--- src/dob_pkg.sv ---
// package: constants and types for the ddr2 calibration/termination block
// Operation
// - emr1 bits 9..7 pick exit, drive high, drive low, adjust, default
// - drive high sets dq/dqs/rdqs high; drive low sets them low
// - rdqs driven in drive modes only when its enable bit is set
// - adjust code steps pull-up and pull-down by one per table
// - one strength setting serves every dq driver together
// - step counters span 16 steps, saturate, start anywhere in range
// - adjust data taken at additive plus cas latency minus one
// - adjust beat order ignores sequential or interleaved burst type
// - calibration applies only with full drive strength selected
// - drive outputs switch on and off one tOIT after entry and exit
// - termination pin switches the leg chosen by nominal rtt
// - termination forced off during self refresh
// - new rtt takes effect within tMOD; cke held high meanwhile
// - activate is cs and ras low, cas and we high; bank and row
// - column command accepted the clock after activate, al 0 to 6
// - column command cs and cas low, ras high; we low writes
// - read latency is al plus cl; write latency one less
package dob_pkg;
  localparam int CLK_MHZ = 50;
  localparam int T_OIT_NS = 12;
  localparam int T_MOD_MAX_NS = 12;
  localparam int OIT_RAW = (T_OIT_NS * CLK_MHZ + 999) / 1000;
  localparam int TOIT_CYC = (OIT_RAW < 1) ? 1 : OIT_RAW;
  localparam int MOD_RAW = (T_MOD_MAX_NS * CLK_MHZ) / 1000;
  localparam int TMOD_CYC = (MOD_RAW < 1) ? 1 : MOD_RAW;

  localparam logic [7:0] REG_CTRL = 8'h00;
  localparam logic [7:0] REG_STAT = 8'h04;
  localparam logic [7:0] REG_STEP = 8'h08;
  localparam logic [7:0] REG_LAT = 8'h0C;
  localparam logic [7:0] REG_ODT = 8'h10;

  localparam int EMR_OCD_LSB = 7;
  localparam int EMR_RDQS_BIT = 11;
  localparam int EMR_HALF_BIT = 1;
  localparam int EMR_RTT_HI = 6;
  localparam int EMR_RTT_LO = 2;
  localparam int EMR_AL_LSB = 3;
  localparam int MR_BL_LSB = 0;
  localparam int MR_CL_LSB = 4;
  localparam int PRE_ALL_BIT = 10;

  localparam logic [2:0] OCD_EXIT = 3'h0;
  localparam logic [2:0] OCD_DRV1 = 3'h1;
  localparam logic [2:0] OCD_DRV0 = 3'h2;
  localparam logic [2:0] OCD_ADJ = 3'h4;
  localparam logic [2:0] OCD_DFLT = 3'h7;

  localparam logic [3:0] STEP_RST = 4'h8;
  localparam logic [3:0] STEP_MAX = 4'hF;
  localparam logic [2:0] CL_RST = 3'h3;
  localparam logic [2:0] AL_RST = 3'h0;
  localparam logic [2:0] BL_RST = 3'h2;
  localparam logic CTRL_RST = 1'b1;

  typedef enum logic [1:0] {
    OCD_NORM = 2'b00,
    OCD_DRVH = 2'b01,
    OCD_DRVL = 2'b11,
    OCD_ADJS = 2'b10
  } dob_ocd_t;

  typedef enum logic [2:0] {
    CMD_NOP, CMD_MRS, CMD_REF, CMD_PRE, CMD_ACT, CMD_WR, CMD_RD
  } dob_cmd_t;
endpackage

--- src/dob_step_if.sv ---
// interface: step commands and settings between control and counters
`timescale 1ns/1ns
interface dob_step_if;
  logic [1:0] inc;
  logic [1:0] dec;
  logic load;
  logic [3:0] load_val;
  logic [1:0][3:0] step;
  modport ctl(output inc, output dec, output load, output load_val,
              input step);
  modport ctr(input inc, input dec, input load, input load_val,
              output step);
endinterface

--- src/dob_step_ctr.sv ---
// module: saturating pull-up and pull-down impedance step counters
`timescale 1ns/1ns
module dob_step_ctr
  import dob_pkg::*;
(
  input wire logic pclk,    // system clock
  input wire logic presetn, // async reset, active low
  dob_step_if.ctr st        // step commands and settings
);
  // index 0 pull-up, index 1 pull-down
  for (genvar i = 0; i < 2; i++) begin : g_ctr
    logic [3:0] step_ff;
    wire up_ok = st.inc[i] && (step_ff != STEP_MAX);
    wire dn_ok = st.dec[i] && (step_ff != 4'h0);
    always_ff @(posedge pclk or negedge presetn) begin
      if (!presetn) begin
        step_ff <= STEP_RST;
      end else if (st.load) begin
        step_ff <= st.load_val;
      end else if (up_ok) begin
        step_ff <= step_ff + 4'h1;
      end else if (dn_ok) begin
        step_ff <= step_ff - 4'h1;
      end
    end
    assign st.step[i] = step_ff;

  end
endmodule

--- src/dob_ddr2_dev.sv ---
// module: ddr2 device calibration, termination and bank command logic
//
// The placing of the registers and the APB interface to the registers are this design's own decisions.
`timescale 1ns/1ns
module dob_ddr2_dev
  import dob_pkg::*;
(
  input wire logic pclk,              // system clock, 50 MHz
  input wire logic presetn,           // async reset, active low
  input wire logic psel,              // apb select
  input wire logic penable,           // apb enable
  input wire logic pwrite,            // apb write
  input wire logic [7:0] paddr,       // apb byte address
  input wire logic [31:0] pwdata,     // apb write data
  output logic [31:0] prdata,         // apb read data
  output logic pready,                // apb ready
  output logic pslverr,               // apb error, unmapped address
  input wire logic ck,                // link clock
  input wire logic cke,               // clock enable
  input wire logic cs_n,              // chip select, active low
  input wire logic ras_n,             // row strobe, active low
  input wire logic cas_n,             // column strobe, active low
  input wire logic we_n,              // write enable, active low
  input wire logic [1:0] ba,          // bank address
  input wire logic [13:0] addr,       // address
  input wire logic odt,               // termination control pin
  input wire logic [7:0] dq_i,        // data pins, input side
  output logic [7:0] dq_o,            // data pins, output side
  output logic dq_oe_n,               // data drive enable, active low
  output logic dqs_o,                 // strobe true output
  output logic dqs_c_o,               // strobe complement output
  output logic dqs_oe_n,              // strobe drive enable, active low
  output logic rdqs_o,                // read strobe true output
  output logic rdqs_c_o,              // read strobe complement output
  output logic rdqs_oe_n,             // read strobe enable, active low
  output logic [2:0] odt_leg,         // termination switch legs
  output logic [3:0] drv_pu_step,     // pull-up step for all dq
  output logic [3:0] drv_pd_step,     // pull-down step for all dq
  output logic drv_cal_ok,            // calibration in force
  output logic cmd_act,               // activate pulse
  output logic cmd_rd,                // read pulse
  output logic cmd_wr,                // write pulse
  output logic [1:0] cmd_bank,        // bank of last activate, read or write
  output logic [13:0] cmd_addr        // address of last activate, read or write
);
  function automatic dob_cmd_t cmd_dec(input logic c, r, a, w);
    if (c) return CMD_NOP;
    unique case ({r, a, w})
      3'b000: return CMD_MRS;
      3'b001: return CMD_REF;
      3'b010: return CMD_PRE;
      3'b011: return CMD_ACT;
      3'b100: return CMD_WR;
      3'b101: return CMD_RD;
      default: return CMD_NOP;
    endcase
  endfunction

  // returns {pu_inc, pu_dec, pd_inc, pd_dec}, code is {dt0..dt3}
  function automatic logic [3:0] adj_dec(input logic [3:0] c);
    unique case (c)
      4'h1: return 4'h8;
      4'h2: return 4'h4;
      4'h4: return 4'h2;
      4'h8: return 4'h1;
      4'h5: return 4'hA;
      4'h6: return 4'h6;
      4'h9: return 4'h9;
      4'hA: return 4'h5;
      default: return 4'h0;
    endcase
  endfunction

  ////////////////////////////////////////////////////////////////////////
  // pin synchroniser and link clock edges
  logic [30:0] pin_s1_ff;
  logic [30:0] pin_s2_ff;
  logic ck_prev_ff;
  always_ff @(posedge pclk or negedge presetn) begin
    if (!presetn) begin
      pin_s1_ff <= '0;
      pin_s2_ff <= '0;
      ck_prev_ff <= 1'b0;
    end else begin
      pin_s1_ff <= {ck, cke, cs_n, ras_n, cas_n, we_n, ba, addr, odt, dq_i};
      pin_s2_ff <= pin_s1_ff;
      ck_prev_ff <= pin_s2_ff[30];
    end
  end
  wire s_ck = pin_s2_ff[30];
  wire s_cke = pin_s2_ff[29];
  wire [1:0] s_ba = pin_s2_ff[24:23];
  wire [13:0] s_a = pin_s2_ff[22:9];
  wire s_odt = pin_s2_ff[8];
  wire s_dq0 = pin_s2_ff[0];
  wire ck_rise = s_ck && !ck_prev_ff;
  wire ck_fall = !s_ck && ck_prev_ff;

  ////////////////////////////////////////////////////////////////////////
  // command decode
  logic link_en_ff;
  logic self_ref_ff;
  wire dob_cmd_t cmd = cmd_dec(pin_s2_ff[28], pin_s2_ff[27],
                               pin_s2_ff[26], pin_s2_ff[25]);
  wire cmd_ok = ck_rise && s_cke && link_en_ff && !self_ref_ff;
  wire emr1_wr = cmd_ok && cmd == CMD_MRS && s_ba == 2'b01;
  wire mr_wr = cmd_ok && cmd == CMD_MRS && s_ba == 2'b00;
  wire [2:0] ocd_op = s_a[EMR_OCD_LSB+:3];
  wire sr_entry = ck_rise && link_en_ff && !s_cke && cmd == CMD_REF;
  wire sr_exit = ck_rise && self_ref_ff && s_cke;
  wire act_c = cmd_ok && cmd == CMD_ACT;
  wire pre_c = cmd_ok && cmd == CMD_PRE;
  wire col_c = cmd_ok && (cmd == CMD_RD || cmd == CMD_WR);

  ////////////////////////////////////////////////////////////////////////
  // mode fields and latencies
  logic [2:0] mr_bl_ff;
  logic [2:0] mr_cl_ff;
  logic [2:0] emr_al_ff;
  logic emr_rdqs_ff;
  logic emr_half_ff;
  always_ff @(posedge pclk or negedge presetn) begin
    if (!presetn) begin
      mr_bl_ff <= BL_RST;
      mr_cl_ff <= CL_RST;
      emr_al_ff <= AL_RST;
      emr_rdqs_ff <= 1'b0;
      emr_half_ff <= 1'b0;
    end else if (mr_wr) begin
      mr_bl_ff <= s_a[MR_BL_LSB+:3];
      mr_cl_ff <= s_a[MR_CL_LSB+:3];
    end else if (emr1_wr) begin
      emr_al_ff <= s_a[EMR_AL_LSB+:3];
      emr_rdqs_ff <= s_a[EMR_RDQS_BIT];
      emr_half_ff <= s_a[EMR_HALF_BIT];
    end
  end
  wire [3:0] rl = {1'b0, emr_al_ff} + {1'b0, mr_cl_ff};
  wire [3:0] wl = rl - 4'h1;

  ////////////////////////////////////////////////////////////////////////
  // calibration mode and drive timing
  dob_ocd_t ocd_st_ff;
  dob_ocd_t nxt_ocd;
  always_comb begin
    nxt_ocd = ocd_st_ff;
    if (emr1_wr) begin
      unique case (ocd_op)
        OCD_DRV1: nxt_ocd = OCD_DRVH;
        OCD_DRV0: nxt_ocd = OCD_DRVL;
        OCD_ADJ: nxt_ocd = OCD_ADJS;
        OCD_EXIT, OCD_DFLT: nxt_ocd = OCD_NORM;
        default: nxt_ocd = ocd_st_ff;
      endcase
    end
  end
  wire in_drv = ocd_st_ff == OCD_DRVH || ocd_st_ff == OCD_DRVL;
  wire drv_entry = emr1_wr && (ocd_op == OCD_DRV1 || ocd_op == OCD_DRV0);
  wire drv_exit = emr1_wr && ocd_op == OCD_EXIT && in_drv;

  logic [2:0] oit_cnt_ff;
  logic drv_tgt_ff;
  logic drv_on_ff;
  logic drv_hi_ff;
  always_ff @(posedge pclk or negedge presetn) begin
    if (!presetn) begin
      ocd_st_ff <= OCD_NORM;
      oit_cnt_ff <= 3'h0;
      drv_tgt_ff <= 1'b0;
      drv_on_ff <= 1'b0;
      drv_hi_ff <= 1'b0;
    end else begin
      ocd_st_ff <= nxt_ocd;
      if (drv_entry || drv_exit) begin
        oit_cnt_ff <= 3'(TOIT_CYC);
        drv_tgt_ff <= drv_entry;
        if (drv_entry) drv_hi_ff <= ocd_op == OCD_DRV1;
      end else if (oit_cnt_ff != 3'h0) begin
        oit_cnt_ff <= oit_cnt_ff - 3'h1;
        if (oit_cnt_ff == 3'h1) drv_on_ff <= drv_tgt_ff;
      end
    end
  end

  ////////////////////////////////////////////////////////////////////////
  // adjust code capture, one dq serves since all carry the same code
  logic [3:0] adj_cnt_ff;
  logic [1:0] beat_ff;
  logic cap_busy_ff;
  logic [3:0] code_ff;
  logic adj_fire_ff;
  wire adj_cmd = emr1_wr && ocd_op == OCD_ADJ;
  wire cap_start = ck_rise && adj_cnt_ff == 4'h1;
  always_ff @(posedge pclk or negedge presetn) begin
    if (!presetn) begin
      adj_cnt_ff <= 4'h0;
      beat_ff <= 2'h0;
      cap_busy_ff <= 1'b0;
      code_ff <= 4'h0;
      adj_fire_ff <= 1'b0;
    end else begin
      adj_fire_ff <= 1'b0;
      if (adj_cmd) begin
        adj_cnt_ff <= wl;
      end else if (ck_rise && adj_cnt_ff != 4'h0) begin
        adj_cnt_ff <= adj_cnt_ff - 4'h1;
      end
      if (cap_start) begin
        code_ff <= {s_dq0, 3'h0};
        beat_ff <= 2'h1;
        cap_busy_ff <= 1'b1;
      end else if (cap_busy_ff && (ck_rise || ck_fall)) begin
        code_ff[2'h3 - beat_ff] <= s_dq0;
        beat_ff <= beat_ff + 2'h1;
        if (beat_ff == 2'h3) begin
          cap_busy_ff <= 1'b0;
          adj_fire_ff <= 1'b1;
        end
      end
    end
  end

  ////////////////////////////////////////////////////////////////////////
  // step counters, shared by every dq driver
  logic [3:0] step_init_ff;
  dob_step_if step_bus();
  wire [3:0] adj_op = adj_fire_ff ? adj_dec(code_ff) : 4'h0;
  assign step_bus.inc = {adj_op[1], adj_op[3]};
  assign step_bus.dec = {adj_op[0], adj_op[2]};
  assign step_bus.load = emr1_wr && ocd_op == OCD_DFLT;
  assign step_bus.load_val = step_init_ff;
  dob_step_ctr u_step (
    .pclk(pclk),
    .presetn(presetn),
    .st(step_bus)
  );

  ////////////////////////////////////////////////////////////////////////
  // termination, self refresh and banks
  logic [1:0] rtt_pend_ff;
  logic [1:0] rtt_act_ff;
  logic [2:0] mod_cnt_ff;
  logic [3:0] bank_open_ff;
  logic [2:0] err_ff;
  wire [2:0] leg_w = {rtt_act_ff == 2'h3, rtt_act_ff == 2'h2,
                      rtt_act_ff == 2'h1};
  wire [2:0] err_set = {mod_cnt_ff != 3'h0 && !s_cke,
                        act_c && bank_open_ff[s_ba],
                        col_c && !bank_open_ff[s_ba]};
  wire [2:0] err_clr;
  always_ff @(posedge pclk or negedge presetn) begin
    if (!presetn) begin
      rtt_pend_ff <= 2'h0;
      rtt_act_ff <= 2'h0;
      mod_cnt_ff <= 3'h0;
      self_ref_ff <= 1'b0;
      bank_open_ff <= 4'h0;
      err_ff <= 3'h0;
    end else begin
      if (emr1_wr) begin
        rtt_pend_ff <= {s_a[EMR_RTT_HI], s_a[EMR_RTT_LO]};
        mod_cnt_ff <= 3'(TMOD_CYC);
      end else if (mod_cnt_ff != 3'h0) begin
        mod_cnt_ff <= mod_cnt_ff - 3'h1;
        if (mod_cnt_ff == 3'h1) rtt_act_ff <= rtt_pend_ff;
      end
      if (sr_entry) self_ref_ff <= 1'b1;
      else if (sr_exit) self_ref_ff <= 1'b0;
      if (act_c) bank_open_ff[s_ba] <= 1'b1;
      else if (pre_c && s_a[PRE_ALL_BIT]) bank_open_ff <= 4'h0;
      else if (pre_c) bank_open_ff[s_ba] <= 1'b0;
      err_ff <= (err_ff & ~err_clr) | err_set;
    end
  end

  ////////////////////////////////////////////////////////////////////////
  // registered pin and side outputs
  always_ff @(posedge pclk or negedge presetn) begin
    if (!presetn) begin
      dq_o <= 8'h00;
      dq_oe_n <= 1'b1;
      dqs_o <= 1'b0;
      dqs_c_o <= 1'b1;
      dqs_oe_n <= 1'b1;
      rdqs_o <= 1'b0;
      rdqs_c_o <= 1'b1;
      rdqs_oe_n <= 1'b1;
      odt_leg <= 3'h0;
      drv_pu_step <= STEP_RST;
      drv_pd_step <= STEP_RST;
      drv_cal_ok <= 1'b0;
      cmd_act <= 1'b0;
      cmd_rd <= 1'b0;
      cmd_wr <= 1'b0;
      cmd_bank <= 2'h0;
      cmd_addr <= 14'h0000;
    end else begin
      dq_o <= {8{drv_hi_ff}};
      dq_oe_n <= !drv_on_ff;
      dqs_o <= drv_hi_ff;
      dqs_c_o <= !drv_hi_ff;
      dqs_oe_n <= !drv_on_ff;
      rdqs_o <= drv_hi_ff;
      rdqs_c_o <= !drv_hi_ff;
      rdqs_oe_n <= !(drv_on_ff && emr_rdqs_ff);
      odt_leg <= (s_odt && !self_ref_ff) ? leg_w : 3'h0;
      drv_pu_step <= step_bus.step[0];
      drv_pd_step <= step_bus.step[1];
      drv_cal_ok <= !emr_half_ff;
      cmd_act <= act_c;
      cmd_rd <= cmd_ok && cmd == CMD_RD;
      cmd_wr <= cmd_ok && cmd == CMD_WR;
      if (act_c || col_c) begin
        cmd_bank <= s_ba;
        cmd_addr <= s_a;
      end
    end
  end

  ////////////////////////////////////////////////////////////////////////
  // apb slave
  wire setup = psel && !penable;
  wire wr_acc = psel && penable && pwrite;
  wire hit_ctrl = paddr == REG_CTRL;
  wire hit_stat = paddr == REG_STAT;
  wire hit_step = paddr == REG_STEP;
  wire hit_lat = paddr == REG_LAT;
  wire hit_odt = paddr == REG_ODT;
  wire hit = hit_ctrl | hit_stat | hit_step | hit_lat | hit_odt;
  assign err_clr = (wr_acc && hit_stat) ? pwdata[10:8] : 3'h0;
  wire [31:0] rd_mux =
    hit_ctrl ? {31'h0000_0000, link_en_ff} :
    hit_stat ? {21'h00_0000, err_ff, bank_open_ff, self_ref_ff,
                drv_on_ff, ocd_st_ff} :
    hit_step ? {20'h0_0000, step_init_ff, step_bus.step[1],
                step_bus.step[0]} :
    hit_lat ? {12'h000, wl, rl, 1'b0, emr_al_ff, 1'b0, mr_cl_ff,
               1'b0, mr_bl_ff} :
    hit_odt ? {25'h000_0000, odt_leg, rtt_pend_ff, rtt_act_ff} :
    32'h0000_0000;
  logic [31:0] prdata_ff;
  always_ff @(posedge pclk or negedge presetn) begin
    if (!presetn) begin
      prdata_ff <= 32'h0000_0000;
      link_en_ff <= CTRL_RST;
      step_init_ff <= STEP_RST;
    end else begin
      if (setup) prdata_ff <= rd_mux;
      if (wr_acc && hit_ctrl) link_en_ff <= pwdata[0];
      if (wr_acc && hit_step) step_init_ff <= pwdata[11:8];
    end
  end
  assign prdata = prdata_ff;
  assign pready = 1'b1;
  assign pslverr = psel && penable && !hit;

  ////////////////////////////////////////////////////////////////////////
  // checks
  localparam int OIT_D = TOIT_CYC + 1; // counter load edge
endmodule

--- config.mk ---
export PLATFORM = sky130hd
export DESIGN_NAME = dob_ddr2_dev
export DESIGN_NICKNAME = d
export VERILOG_FILES = /design/src/dob_pkg.sv /design/src/dob_step_if.sv /design/src/dob_step_ctr.sv /design/src/dob_ddr2_dev.sv
export SDC_FILE = /design/constraint.sdc
export NUM_CORES = 1
export LEC_CHECK = 0
export ABC_AREA = 1
export BUFFER_PORTS_ARGS = -buffer_cell sky130_fd_sc_hd__buf_2
export CORE_AREA = 4 4 84 164
export CTS_CLUSTER_DIAMETER = 50
export DETAILED_ROUTE_END_ITERATION = 10
export DIE_AREA = 0 0 88 168
export PLACE_DENSITY = 0.82
export SLEW_MARGIN = 20
export SYNTH_ARGS = -nofsm -noshare
export SYNTH_HDL_FRONTEND = slang
export SYNTH_SLANG_ARGS = --single-unit
--- constraint.sdc ---
create_clock -name pclk -period 3.2 [get_ports pclk]
set_clock_uncertainty 0.2 [all_clocks]
set_input_delay 0.64 -clock pclk [delete_from_list [all_inputs] [get_ports pclk]]
set_output_delay 0.64 -clock pclk [all_outputs]
set_load 0.02 [all_outputs]
Word-level counts from Yosys, hierarchy flattened. Memories as Yosys holds them, arrays and structs flattened. Cells that the tools add are included.

Flip-flop bits (word level): 190. Bits in read-only memories: 64. Input port bits: 76. Output and inout bits: 80. Memories kept: 1.

$add $sub $neg: 11. Order comparisons: 4. Eq/ne operators: 31. Multiplexer cells: 47. Bitwise operators: 13. Reduce and logical (&&, ||, !) cells: 88.

Memory list: (name not given) (depth 16, width 4, rd ports 1, clocked after Yosys merged registers in 0, write ports 0, RTL line dob_ddr2_dev.sv:61) `unique case (c)`.

Operator list (count): two-way mux 20 bit (4); two-way mux 4 bit (14); logical AND 1 bit (45); two-way mux 3 bit (8); equality test 3 bit, second input constant (7); one-hot mux 3 bit (6 select lines) (1); equality test 8 x 4 -> 1 bit, second input constant (2); nonzero test 4 bit (4); subtractor 4 x 1 -> 4 bit, second input constant (4); equality test 3 x 1 -> 1 bit, second input constant (5); equality test 3 x 2 -> 1 bit, second input constant (5); nonzero test 3 bit (5); two-way mux 1 bit (12); nonzero test 2 bit (6); logical NOT 1 bit (11); adder 4 x 1 -> 4 bit, second input constant (2); equality test 2 bit, second input constant (4); equality test 8 x 3 -> 1 bit, second input constant (1); equality test 8 x 5 -> 1 bit, second input constant (1); logical NOT 8 bit (1); != test 4 bit, second input constant (2); one-hot mux 2 bit (4 select lines) (1); AND reduction 2 bit (4); two-way mux 7 bit (1); 25 further kinds (44).

Logic depth before layout (Yosys ltp).
Depth after elaboration: 12. Gate-level depth with buffers: 15. Gate-level depth less buffers: 15.

Modules after synthesis. Synthesis repeated with hierarchy kept, for this count alone.

Cells, all modules: 782. Area, all modules: 7317.0 sq um.

By module, submodules not included: dob_ddr2_dev (instances 1, cells each 680, area each 6581.3 sq um); dob_step_ctr (instances 1, cells each 102, area each 735.7 sq um).

Worst setup path after synthesis. No wires, ideal clock.

Path kind: in2out. Start: in paddr[7]. End: out pslverr. Data arrival time: 1581 ps. Required time: 2360 ps. Setup slack: 779 ps. Stages on the path: 7. Path buffers: 1. Cell sequence: nor2_1 > nand2_1 > nor2_2 > buf_4 > nand2_1 > nand3_1 > nor3_1.

Word-level cells in the longest chain between the ends: 7. Elaborated cells on any way between the ends: 11. Those cells by class: eq/ne (4); bitwise (4); reduce/logical (3).

RTL lines: from (decl) (RTL line dob_ddr2_dev.sv:13) `input wire logic [7:0] paddr,`; equality test 8 x 3 -> 1 bit or logical NOT 8 bit (tied branches) (RTL line dob_ddr2_dev.sv:325, dob_ddr2_dev.sv:324); bitwise OR 1 bit (3 in series) (RTL line dob_ddr2_dev.sv:329) `wire hit = hit_ctrl | hit_stat | hit_step | hit_lat | hit_odt;`; bitwise OR 1 bit * (RTL line dob_ddr2_dev.sv:329); logical NOT 1 bit * (RTL line dob_ddr2_dev.sv:355) `assign pslverr = psel && penable && !hit;`; logical AND 1 bit * (RTL line dob_ddr2_dev.sv:355); to (decl) (RTL line dob_ddr2_dev.sv:17) `output logic pslverr,`.

Every way passes the cells marked *; elsewhere a longest branch is shown, timed or not.

Final worst setup path.
Start: in paddr[1]. End: out pslverr.

Same word-level chain as after synthesis.

==> results.sh <==
export IMPL_status="finished with violations"
export IMPL_violations="negative hold slack"
export IMPL_cts_tree="yes"
export IMPL_cp_end_kind="output port"
export IMPL_synth_warnings=0
export IMPL_synth_async_reset_ratio_pct=100
export IMPL_fin_tns_setup_ps=0
export IMPL_p_switching_mw=2.06
export IMPL_start_util_pct=56.3
export IMPL_timing_fmax_mhz=368
export IMPL_crit_fanout=9
export IMPL_gr_total_overflow=0
export IMPL_instances_no_fill=1029
export IMPL_reg2reg_depth=12
export IMPL_die_w_um=88
export IMPL_crit_slowest_cell="nand2_1"
export IMPL_crit_arrival_ps=1880
export IMPL_clkSlewWorstSetupHoldPaths_ps=70
export IMPL_yosysTopAreaCell="dfrtp_1"
export IMPL_post_cts_buffers=0
export IMPL_cts_buffers=17
export IMPL_crit_end="pslverr"
export IMPL_whs_ps=-5.22
export IMPL_pwr_share_seq_pct=43.8
export IMPL_netlist_area_um2=7070
export IMPL_ir_worst_vdd_uv=582
export IMPL_drive_gt1_share_pct=20.7
export IMPL_p_leak_nw=4.45
export IMPL_pin_count=156
export IMPL_final_hold_violation_count=3
export IMPL_hold_path_class="input pin to async pin"
export IMPL_ant_nets=0
export IMPL_path_depth=8
export IMPL_viasPerCell=5.30
export IMPL_core_area_um2=12600
export IMPL_area_growth_pct=17.4
export IMPL_cts_root_buf="clkbuf_16"
export IMPL_num_rows=58
export IMPL_combPwrFrac_pct=22.5
export IMPL_worstSetupStartpointType="input pin"
export IMPL_cts_hold_buf=0
export IMPL_synth_area_per_cell_um2=9.35
export IMPL_cts_resized=0
export IMPL_cp_required_ps=2360
export IMPL_synthCells=756
export IMPL_drt_pass1_iterations=5
export IMPL_routedWlPerCell_um=15.6
export IMPL_critPathBufInv=3
export IMPL_yosysMostFrequentCell="nand2_1"
export IMPL_synth_edf_count=0
export IMPL_grt_pass1_wl_um=26700
export IMPL_power_internal_mw=3.95
export IMPL_finalCriticalPeriod_ps=2720
export IMPL_power_frac_clock_pct=33.7
export IMPL_power_density_nw_per_um2=725
export IMPL_antenna_found_initial=0
export IMPL_cp_cell_sequence="buf_2, nor2_1, inv_1, nor3_1, nand2_1, nand3_1, nor3_1, buf_2"
export IMPL_grt_max_degree=71
export IMPL_slowest_delay_ps=230
export IMPL_grt_usage_pct=23.5
export IMPL_dp_cells=997
export IMPL_synth_top_area_share_pct=53.5
export IMPL_synth_distinct_cells=40
export IMPL_drt_wl_total_um=16000
export IMPL_startpoint="paddr[1]"
export IMPL_grt_setup_unrepaired="false"
export IMPL_cap_violations=0
export IMPL_port_buffers=108
export IMPL_r2r_end="adj_cnt_ff[1]"
export IMPL_diodes=0
export IMPL_clock_sinks=163
export IMPL_nNetsFinal=967
export IMPL_post_route_period_util_pct=84.9
export IMPL_grt_pass1_vias=5721
export IMPL_ys_flop_type="dfrtp_1"
export IMPL_slew_viol_final=0
export IMPL_finalSetupViolations=0
export IMPL_crit_type="input pin to output port"
export IMPL_synth_ff_latch_count=163
export IMPL_slew_limit_headroom_pct=52.1
export IMPL_yosysSeqAreaShare_pct=57.9
export IMPL_cts_max_level=4
export IMPL_hpwl_um=12000
export IMPL_dieHeight_um=168
export IMPL_synth_area_leaders="dfrtp_1, nand2_1, inv_1"
export IMPL_drc=0
export IMPL_tightest_slew_ps=717
export IMPL_synth_common_cells="nand2_1, dfrtp_1, inv_1"
export IMPL_clockBufferDepth=2
export IMPL_drtIter0Drc=314
export IMPL_gp_congestion=0.921
export IMPL_via_count=5451
export IMPL_design_die_area_um2=14800
export IMPL_cp_top_family="simple AND/OR/NAND/NOR gates"
export IMPL_r2r_start="ck_prev_ff"
export IMPL_swShare_pct=34.3
export IMPL_regToRegSetupSlack_ps=890
export IMPL_clkLatencyLatePin_ps=430
sequential cells by signal, indices dropped and copies added (netlist names), 2 cells and up:
signal and flops:
pin_s1_ff 24, pin_s2_ff 24, prdata 20, cmd_addr 14
u_step.g_ctr.step_ff 8, adj_cnt_ff 4, bank_open_ff 4, code_ff 4
drv_pd_step 4, drv_pu_step 4, step_bus.load_val 4, emr_al_ff 3
err_ff 3, mod_cnt_ff 3, mr_bl_ff 3, mr_cl_ff 3
odt_leg 3, oit_cnt_ff 3, beat_ff 2, cmd_bank 2
ocd_st_ff 2, rtt_act_ff 2, rtt_pend_ff 2
power by group through the flow:
| stage | Clock (mW) | Combinational, mW | Sequential, mW |
|---|---|---|---|
| 6_report | 2.02 | 1.36 | 2.63 |
| 4_1_cts | 2.05 | 1.36 | 2.63 |
| 2_1_floorplan | 0 | 0.844 | 2.73 |
| 3_3_place_gp | 0 | 1.28 | 2.65 |
| 5_1_grt | 2.16 | 1.56 | 2.67 |
| 3_5_place_dp | 0 | 1.34 | 2.67 |
cell type report:
| cell class | count | area (µm²) |
|---|---|---|
| inverters | 94 | 353 |
| well taps | 150 | 188 |
| repair buffers | 114 | 617 |
| flip-flops and latches | 163 | 4090 |
| multi-input cells | 476 | 2440 |
| clock buffers | 17 | 425 |
| clock inverters | 15 | 183 |
| fillers | 1026 | 4260 |
kinds of logic (layout without fill, tap and decap cells):
logic type	after synthesis	in the layout	synth area share, %
compound gates	106	106	7.98
xor+xnor	9	9	1.11
fa+ha+maj	25	25	4.74
buf+inv	128	240	8.19
flops	163	163	57.9
mux	3	3	0.460
other cells	2	13	0.106
simple gates	320	320	19.5
placed cells by master, fill, tap and decap left out, drive strengths merged:
cell type / instances
nor2: 61
and3: 1
o211ai: 1
nand4: 7
clkbuf: 17
nor3b: 1
nor3: 12
nand3: 42
nand2: 194
o22ai: 2
mux2i: 1
o21ai: 77
or2: 1
xnor2: 4
a21oi: 19
xor2: 5
clkinvlp: 1
nand3b: 1
dfstp: 12
a311oi: 2
inv: 103
ha: 22
fa: 3
clkinv: 5
o2111ai: 1
buf: 114
o31ai: 4
dfrtp: 151
mux2: 2
conb: 13
through the flow:
| step | power, mW | setup slack [ps] | cell area [µm²] | utilization, % |
|---|---|---|---|---|
| 3_3_place_gp | 3.93 | 584 | 7690 | 61.2 |
| 6_report | 6.01 | 484 | 8300 | 66.1 |
| 3_5_place_dp | 4.01 | 572 | 7690 | 61.2 |
| 2_1_floorplan | 3.57 | 779 | 7110 | - |
| 4_1_cts | 6.04 | 534 | 8300 | 66.1 |
| 5_1_grt | 6.39 | 380 | 8300 | 66.1 |
worst min path at each step:
stage	slack, ps	from	to
2_1_floorplan	130	pin_s1_ff[0]	pin_s2_ff[0]
3_3_place_gp	130	pin_s1_ff[17]	pin_s2_ff[17]
3_5_place_dp	130	pin_s1_ff[12]	pin_s2_ff[12]
4_1_cts	40	presetn	prdata[12]
5_1_grt	60	presetn	prdata[12]
6_report	-5	presetn	prdata[12]
routing by layer:
layer,track usage (%),wire length [µm],vias to the layer above
li1,-,-,2584
met2,41.6,8810,177
met5,0,0,-
met1,24.1,5490,2627
met3,5.97,832,63
met4,13.8,884,0
Power figures use the tool's default switching activity.
